File: src/hdl/power_stage_map.svh
`ifndef POWER_STAGE_MAP_SVH
`define POWER_STAGE_MAP_SVH

// ----------------------------------------
// word layout
// ----------------------------------------
`define PAYLOAD_BITS        6
`define CURRENT_WORD_BITS   7
`define ERROR_WORD_BITS     6
`define CURRENT_START_VALUE 1'h1

// ----------------------------------------
// mode pin codes
// ----------------------------------------
`define MODE_CODE_BITS      2
`define MODE_REGULATION     2'h0
`define MODE_FAST_TRANSIENT 2'h1
`define MODE_OUTPUT_LIMIT   2'h2

// ----------------------------------------
// timing
// ----------------------------------------
`define CLK_PERIOD_NS       10
`define BIT_CLOCK_DIVIDE    2
`define SYNC_STAGES         2
`define BUFFER_DEPTH        2

`endif

File: src/hdl/power_stage_pkg.sv
package power_stage_pkg;

`include "power_stage_map.svh"

    typedef struct packed {
        logic                     valid;
        logic [`PAYLOAD_BITS-1:0] code;
    } sample_t;

    typedef enum logic [1:0] {
        mode_regulation,
        mode_fast_transient,
        mode_output_limit
    } mode_t;

    typedef enum logic {
        tx_idle,
        tx_shift
    } tx_state_t;

endpackage

File: src/hdl/word_buffer.sv
`timescale 1ns/1ps

module word_buffer #(
    parameter int WIDTH = 6,
    parameter int DEPTH = 2
) (
    input  wire logic             i_clk,
    input  wire logic             i_reset_n,
    input  wire logic             i_in_valid,
    input  wire logic [WIDTH-1:0] i_in_data,
    output logic                  o_in_ready,
    output logic                  o_out_valid,
    input  wire logic             i_out_ready,
    output logic      [WIDTH-1:0] o_out_data
);
    localparam int PW = (DEPTH > 1) ? $clog2(DEPTH) : 1;

    logic [WIDTH-1:0] mem [DEPTH];
    logic [PW-1:0]    wr_ptr_reg;
    logic [PW-1:0]    rd_ptr_reg;
    logic [PW:0]      count_reg;
    logic             push;
    logic             pop;

    assign o_in_ready  = (count_reg != (PW+1)'(DEPTH));
    assign o_out_valid = (count_reg != '0);
    assign push        = i_in_valid && o_in_ready;
    assign pop         = o_out_valid && i_out_ready;
    assign o_out_data  = mem[rd_ptr_reg];

    // ----------------------------------------
    // storage
    // ----------------------------------------
    always_ff @(posedge i_clk)
    begin
        if (push)
        begin
            mem[wr_ptr_reg] <= i_in_data;
        end
    end

    // ----------------------------------------
    // pointers and fill level
    // ----------------------------------------
    always_ff @(posedge i_clk or negedge i_reset_n)
    begin
        if (!i_reset_n)
        begin
            wr_ptr_reg <= '0;
            rd_ptr_reg <= '0;
            count_reg  <= '0;
        end
        else
        begin
            if (push)
            begin
                wr_ptr_reg <= (wr_ptr_reg == PW'(DEPTH-1)) ? '0 : wr_ptr_reg + 1'b1;
            end
            if (pop)
            begin
                rd_ptr_reg <= (rd_ptr_reg == PW'(DEPTH-1)) ? '0 : rd_ptr_reg + 1'b1;
            end
            if (push && !pop)
            begin
                count_reg <= count_reg + 1'b1;
            end
            else if (pop && !push)
            begin
                count_reg <= count_reg - 1'b1;
            end
        end
    end
endmodule

File: src/hdl/serial_word_tx.sv
`timescale 1ns/1ps

module serial_word_tx #(
    parameter int WIDTH = 7
) (
    input  wire logic             i_clk,
    input  wire logic             i_reset_n,
    input  wire logic             i_tick,
    input  wire logic             i_valid,
    input  wire logic [WIDTH-1:0] i_data,
    input  wire logic             i_frame_en,
    output logic                  o_ready,
    output logic                  o_serial,
    output logic                  o_frame,
    output logic                  o_busy
);
    localparam int CW = $clog2(WIDTH);

    power_stage_pkg::tx_state_t state_reg;
    logic [WIDTH-1:0]           shift_reg;
    logic [CW-1:0]              count_reg;

    // idle bit period between words keeps the frame edge visible
    assign o_ready = i_tick && (state_reg == power_stage_pkg::tx_idle);
    assign o_busy  = (state_reg == power_stage_pkg::tx_shift);

    // ----------------------------------------
    // shifter, one bit per tick, msb first
    // ----------------------------------------
    always_ff @(posedge i_clk or negedge i_reset_n)
    begin
        if (!i_reset_n)
        begin
            state_reg <= power_stage_pkg::tx_idle;
            shift_reg <= '0;
            count_reg <= '0;
            o_serial  <= 1'b0;
            o_frame   <= 1'b0;
        end
        else if (i_tick)
        begin
            case (state_reg)
                power_stage_pkg::tx_idle:
                begin
                    if (i_valid)
                    begin
                        o_serial  <= i_data[WIDTH-1];
                        o_frame   <= i_frame_en;
                        shift_reg <= i_data << 1;
                        count_reg <= CW'(WIDTH-1);
                        state_reg <= power_stage_pkg::tx_shift;
                    end
                end
                power_stage_pkg::tx_shift:
                begin
                    if (count_reg == '0)
                    begin
                        o_serial  <= 1'b0;
                        o_frame   <= 1'b0;
                        state_reg <= power_stage_pkg::tx_idle;
                    end
                    else
                    begin
                        o_serial  <= shift_reg[WIDTH-1];
                        shift_reg <= shift_reg << 1;
                        count_reg <= count_reg - 1'b1;
                    end
                end
                default:
                begin
                    state_reg <= power_stage_pkg::tx_idle;
                end
            endcase
        end
    end
endmodule

File: src/hdl/power_stage_digital_readout.sv
// Notes on behaviour
// - high-side switch on only while pulse-width input high and no fault
// - peak-current word: 7 bits, msb first, start bit one leads
// - current word payload is the sampled high-side peak current
// - error word: 6 bits, msb first, on the error serial output
// - error word is sensed voltage code minus target voltage code
// - in regulation mode the conversion strobe frames each error word
// - overshoot flag set while output spikes above programmed level
// - droop flag set while output droops below programmed level
// - sense path runs in exactly one of three modes chosen by controller
// - low-side gate follows the low-side drive input
`timescale 1ns/1ps
`include "power_stage_map.svh"

module power_stage_digital_readout (
    input  wire logic                            i_clk,
    input  wire logic                            i_reset_n,
    input  wire logic                            i_pulse_width_in,
    input  wire logic                            i_fault,
    input  wire logic                            i_low_side_drive_in,
    input  wire logic                            i_above_level,
    input  wire logic                            i_below_level,
    input  wire logic [`MODE_CODE_BITS-1:0]      i_mode_code,
    input  wire power_stage_pkg::sample_t        i_current_sample,
    output logic                                 o_current_sample_ready,
    input  wire power_stage_pkg::sample_t        i_sense_sample,
    input  wire logic [`PAYLOAD_BITS-1:0]        i_target_voltage_code,
    output logic                                 o_sense_sample_ready,
    output logic                                 o_high_side_on,
    output logic                                 o_low_side_gate_out,
    output logic                                 o_peak_current_serial_out,
    output logic                                 o_error_serial_out,
    output logic                                 o_conversion_strobe,
    output logic                                 o_overshoot_flag,
    output logic                                 o_droop_flag,
    output power_stage_pkg::mode_t               o_mode
);
    localparam int PINS = 5 + `MODE_CODE_BITS;

    logic [PINS-1:0]                 pin_raw;
    logic [PINS-1:0]                 pin_meta_reg;
    logic [PINS-1:0]                 pin_sync_reg;
    logic                            pwm_s;
    logic                            fault_s;
    logic                            drive_s;
    logic                            above_s;
    logic                            below_s;
    logic [`MODE_CODE_BITS-1:0]      mode_code_s;
    power_stage_pkg::mode_t          mode_reg;
    power_stage_pkg::mode_t          mode_next;
    logic                            bit_tick_reg;

    logic [`CURRENT_WORD_BITS-1:0]   cur_word;
    logic                            cur_buf_valid;
    logic [`CURRENT_WORD_BITS-1:0]   cur_buf_data;
    logic                            cur_tx_ready;
    logic                            cur_busy;

    logic [`ERROR_WORD_BITS-1:0]     err_word;
    logic                            err_buf_valid;
    logic [`ERROR_WORD_BITS-1:0]     err_buf_data;
    logic                            err_tx_ready;
    logic                            err_busy;
    logic                            err_frame_en;

    // ----------------------------------------
    // pin synchronisers
    // ----------------------------------------
    assign pin_raw = {i_mode_code, i_below_level, i_above_level,
                      i_low_side_drive_in, i_fault, i_pulse_width_in};

    generate
        for (genvar g = 0; g < PINS; g++)
        begin : g_sync
            always_ff @(posedge i_clk or negedge i_reset_n)
            begin
                if (!i_reset_n)
                begin
                    pin_meta_reg[g] <= 1'b0;
                    pin_sync_reg[g] <= 1'b0;
                end
                else
                begin
                    pin_meta_reg[g] <= pin_raw[g];
                    pin_sync_reg[g] <= pin_meta_reg[g];
                end
            end
        end
    endgenerate

    assign pwm_s       = pin_sync_reg[0];
    assign fault_s     = pin_sync_reg[1];
    assign drive_s     = pin_sync_reg[2];
    assign above_s     = pin_sync_reg[3];
    assign below_s     = pin_sync_reg[4];
    assign mode_code_s = pin_sync_reg[PINS-1:5];

    // ----------------------------------------
    // mode select
    // ----------------------------------------
    always_comb
    begin
        case (mode_code_s)
            `MODE_REGULATION:     mode_next = power_stage_pkg::mode_regulation;
            `MODE_FAST_TRANSIENT: mode_next = power_stage_pkg::mode_fast_transient;
            `MODE_OUTPUT_LIMIT:   mode_next = power_stage_pkg::mode_output_limit;
            default:              mode_next = mode_reg;
        endcase
    end

    always_ff @(posedge i_clk or negedge i_reset_n)
    begin
        if (!i_reset_n)
        begin
            mode_reg <= power_stage_pkg::mode_regulation;
        end
        else
        begin
            mode_reg <= mode_next;
        end
    end

    assign o_mode = mode_reg;

    // ----------------------------------------
    // bit clock divider
    // ----------------------------------------
    always_ff @(posedge i_clk or negedge i_reset_n)
    begin
        if (!i_reset_n)
        begin
            bit_tick_reg <= 1'b0;
        end
        else
        begin
            bit_tick_reg <= !bit_tick_reg;
        end
    end

    // ----------------------------------------
    // gate drive
    // ----------------------------------------
    always_ff @(posedge i_clk or negedge i_reset_n)
    begin
        if (!i_reset_n)
        begin
            o_high_side_on      <= 1'b0;
            o_low_side_gate_out <= 1'b0;
        end
        else
        begin
            o_high_side_on      <= pwm_s && !fault_s;
            o_low_side_gate_out <= drive_s;
        end
    end

    // ----------------------------------------
    // transient flags
    // ----------------------------------------
    always_ff @(posedge i_clk or negedge i_reset_n)
    begin
        if (!i_reset_n)
        begin
            o_overshoot_flag <= 1'b0;
            o_droop_flag     <= 1'b0;
        end
        else
        begin
            o_overshoot_flag <= above_s;
            o_droop_flag     <= below_s;
        end
    end

    // ----------------------------------------
    // peak current path
    // ----------------------------------------
    assign cur_word = {`CURRENT_START_VALUE, i_current_sample.code};

    word_buffer #(
        .WIDTH (`CURRENT_WORD_BITS),
        .DEPTH (`BUFFER_DEPTH)
    ) u_cur_buf (
        .i_clk       (i_clk),
        .i_reset_n   (i_reset_n),
        .i_in_valid  (i_current_sample.valid),
        .i_in_data   (cur_word),
        .o_in_ready  (o_current_sample_ready),
        .o_out_valid (cur_buf_valid),
        .i_out_ready (cur_tx_ready),
        .o_out_data  (cur_buf_data)
    );

    serial_word_tx #(
        .WIDTH (`CURRENT_WORD_BITS)
    ) u_cur_tx (
        .i_clk      (i_clk),
        .i_reset_n  (i_reset_n),
        .i_tick     (bit_tick_reg),
        .i_valid    (cur_buf_valid),
        .i_data     (cur_buf_data),
        .i_frame_en (1'b0),
        .o_ready    (cur_tx_ready),
        .o_serial   (o_peak_current_serial_out),
        .o_frame    (),
        .o_busy     (cur_busy)
    );

    // ----------------------------------------
    // voltage error path
    // ----------------------------------------
    assign err_word     = i_sense_sample.code - i_target_voltage_code;
    assign err_frame_en = (mode_reg == power_stage_pkg::mode_regulation);

    word_buffer #(
        .WIDTH (`ERROR_WORD_BITS),
        .DEPTH (`BUFFER_DEPTH)
    ) u_err_buf (
        .i_clk       (i_clk),
        .i_reset_n   (i_reset_n),
        .i_in_valid  (i_sense_sample.valid),
        .i_in_data   (err_word),
        .o_in_ready  (o_sense_sample_ready),
        .o_out_valid (err_buf_valid),
        .i_out_ready (err_tx_ready),
        .o_out_data  (err_buf_data)
    );

    serial_word_tx #(
        .WIDTH (`ERROR_WORD_BITS)
    ) u_err_tx (
        .i_clk      (i_clk),
        .i_reset_n  (i_reset_n),
        .i_tick     (bit_tick_reg),
        .i_valid    (err_buf_valid),
        .i_data     (err_buf_data),
        .i_frame_en (err_frame_en),
        .o_ready    (err_tx_ready),
        .o_serial   (o_error_serial_out),
        .o_frame    (o_conversion_strobe),
        .o_busy     (err_busy)
    );
endmodule

File: config.mk
export PLATFORM = sky130hd
export DESIGN_NAME = power_stage_digital_readout
export DESIGN_NICKNAME = d
export VERILOG_FILES = /design/src/hdl/power_stage_pkg.sv /design/src/hdl/word_buffer.sv /design/src/hdl/serial_word_tx.sv /design/src/hdl/power_stage_digital_readout.sv
export VERILOG_INCLUDE_DIRS = /design/src /design/src/hdl
export SDC_FILE = /design/constraint.sdc
export NUM_CORES = 1
export LEC_CHECK = 0
export BUFFER_PORTS_ARGS = -buffer_cell sky130_fd_sc_hd__buf_2
export CAP_MARGIN = 20
export CORE_UTILIZATION = 30
export DETAILED_ROUTE_END_ITERATION = 8
export PLACE_DENSITY = 0.48
export SLEW_MARGIN = 20
export SYNTH_ARGS = -nofsm -noshare
export SYNTH_HDL_FRONTEND = slang
export SYNTH_SLANG_ARGS = --single-unit
File: constraint.sdc
create_clock -name i_clk -period 3.15 [get_ports i_clk]
set_input_delay 0.1575 -clock i_clk [delete_from_list [all_inputs] [get_ports i_clk]]
set_output_delay 0.1575 -clock i_clk [all_outputs]
set_load 0.1 [all_outputs]
==> flow_summary.yaml <==
detailed_routing:
  drtIter0Drc: 66
  drtAntennaViolNets: 0
  vias_per_cell: 4.21
  wl_per_cell_um: 11.2
  num_vias: 1877
  post-route-drc-count: 0
  dr.pass1.iters: 4
  routed_wl_um: 4980
clock_tree:
  clkSinkCount: 75
  clock_latency_ps: 340
  cts-htree-levels: 3
  clkTransAtPathRegs_ps: 80
  cts_tree: "built"
  cts.path.max_buffers: 2
  numCtsBuffers: 9
  clockRootBuffer: "clkbuf_8"
sta:
  finalSetupTns_ps: 0
  grt_setup_unrepaired: "false"
  clock.fmax_mhz: 564
  skew_ps: 9.86
  slew_headroom: 0.497
  holdWs_ps: 132
  post-route-min-period_ps: 1770
  setup_viol: 0
  slew_violations: 0
  worst_pin_slew_ps: 755
  finalCritPeriodShare: 0.563
  final_hold_viol_count: 0
power:
  power_per_cell_area_nw_per_um2: 878
  switching_share: 0.376
  leakage_uw: 0.00169
  clkPwrFrac: 0.225
  p_seq_frac: 0.455
  power_switching_uw: 1240
  combPwrFrac: 0.320
  cell_internal_pwr_uw: 2060
  ir_worst_vdd_uv: 412
worst_setup_path:
  rrSetupSlack_ps: 1380
  critPathKind: "reg -> reg"
  critPathSlowestCell: "dfrtp_1"
  critPathRequiredTime_ps: 3410
  worstSetupEndpointType: "flop"
  r2r-end: "u_err_buf.count_reg[1]$_DFFE_PN0P_"
  r2r_cells: 6
  path_common_cell: "xor2_1"
  r2r-start: "bit_tick_reg$_DFF_PN0_"
  slowest_delay_ps: 570
  arrival_ps: 2030
  worstSetupEndpoint: "u_err_buf.count_reg[1]$_DFFE_PN0P_"
  start_kind: "flop"
  worstPathMaxFanout: 10
  cp-startpoint: "bit_tick_reg$_DFF_PN0_"
  crit_path_cell_trace: "o21ai_0 -> nand2b_1 -> ha_1 -> xor2_1 -> nor2_1 -> xor2_1"
global_routing:
  grt_pass1_vias: 1893
  grt_util_all_layers: 0.106
  grt_max_degree: 35
  grt_first_pass_wirelength_um: 8430
  antenna_found_initial: 0
  overflow: 0
placement:
  dp_hpwl_um: 3470
  gp_congestion: 0.746
  port_buffers: 39
final_layout:
  insertedDiodeCount: 0
  drive_gt1_frac: 0.185
  area_growth_pct: 21.8
  finalNetCount: 349
synthesis:
  synth_flop_cell: "dfrtp_1"
  synth.net_count: 291
  synth.most_common_cell: "dfrtp_1"
  synth_top_area_share: 0.414
  async_reset_ff_frac: 0.680
  syn_area_per_cell_um2: 12.3
  ys.warnings.count: 0
  netlist_top_cells_count: "dfrtp_1, edfxtp_1, nand2_1, inv_1, o21ai_0"
  synthDistinctLibCells: 34
  synth-edff-count: 24
  synth_area_um2: 3090
  synth.ff_latch_count: 75
  yosysSeqAreaShare: 0.647
  synth_cells: 250
  synthTopCellsByArea: "dfrtp_1, edfxtp_1, ha_1"
  yosys.area.top_type: "dfrtp_1"
floorplan:
  die_w_um: 103
  core_um2: 9860
  initial_core_util: 0.313
  dieArea_um2: 10700
  pin_count: 40
  die_h_um: 103
  rows: 36
status:
  outcome: "completed"
flow_run:
  drv_cap: 0
worst_hold_path:
  hold_path.class: "in -> reg"
-- routing by layer --
metal / share of wire / track usage
met4: 0.025 / 0.0650
met1: 0.48 / 0.142
met5: 0 / 0
met2: 0.46 / 0.155
met3: 0.033 / 0.0255
-- cells by family after synthesis --
| kind of cell | share of synthesized area |
|---|---|
| compound gates | 0.106 |
| xor+xnor | 0.0369 |
| fa+ha+maj | 0.0511 |
| buf+inv | 0.0393 |
| flops | 0.647 |
| mux | 0.0393 |
| simple gates | 0.0799 |
-- through the flow --
stage | worst slack [ps] | util | instances | power, uW | cell area, um^2
2_1_floorplan | 1000 | - | 250 | 2350 | 3090
4_1_cts | 1380 | 0.381 | 446 | 3340 | 3760
3_3_place_gp | 1470 | 0.346 | 416 | 2570 | 3420
3_5_place_dp | 1400 | 0.346 | 416 | 2580 | 3420
5_1_grt | 1200 | 0.381 | 446 | 3550 | 3760
6_report | 1380 | 0.381 | 446 | 3300 | 3760
-- critical path: cells and delay by family (launching register included) --
| kind | cells | cell delay, ps |
|---|---|---|
| AOI/OAI and AO/OA | 1 | 220 |
| xor gates and xnor gates | 2 | 290 |
| adders and majority gates | 1 | 240 |
| DFF | 1 | 570 |
| and+or+nand+nor | 2 | 380 |
-- power groups by stage --
stage          logic (uW)  registers (uW)  clock network, uW
6_report             1060            1500                741
5_1_grt              1200            1540                813
4_1_cts              1070            1500                767
3_5_place_dp         1060            1520                  0
3_3_place_gp         1040            1520                  0
2_1_floorplan         793            1560                  0
-- timing repair --
| action | CTS | global route |
|---|---|---|
| buffers inserted | 0 | 0 |
| resized for setup | 0 | 0 |
| hold buffers | 14 | 0 |
| endpoints found under the hold margin | 52 | 0 |
-- worst min-delay path by stage --
stage / from / end / cells after the start
after detailed placement: i_mode_code[0] / pin_meta_reg[5]$_DFF_PN0_ / 1
after global routing: i_sense_sample[6] / u_err_buf.wr_ptr_reg$_DFFE_PN0P_ / 3
after floorplan: i_reset_n / above_s$_DFF_PN0_ / 0
final: i_sense_sample[6] / u_err_buf.wr_ptr_reg$_DFFE_PN0P_ / 3
after global placement: i_mode_code[1] / pin_meta_reg[6]$_DFF_PN0_ / 1
after CTS: i_sense_sample[6] / u_err_buf.wr_ptr_reg$_DFFE_PN0P_ / 3
-- layout make-up --
class                           instances  area, um^2
Fill cell                             958        6110
Sequential cell                        75        2000
Multi-Input combinational cell        146         967
Timing Repair Buffer                   54         343
Tap cell                              133         166
Clock buffer                           11         141
Inverter                               22        82.6
Clock inverter                          5        60.1
-- cells in the final DEF (no fill, tap or decap), types with 5 or more instances in the layout --
cell type / n
o21ai_0: 21
edfxtp_1: 24
ha_1: 11
xnor2_1: 8
xor2_1: 5
mux2i_1: 11
inv_1: 22
a21oi_1: 15
dfrtp_1: 51
buf_2: 39
nor2_1: 19
clkbuf_8: 10
nand2_1: 23
dlygate4sd3_1: 14
Note: power is estimated with default switching activity, not from simulation.
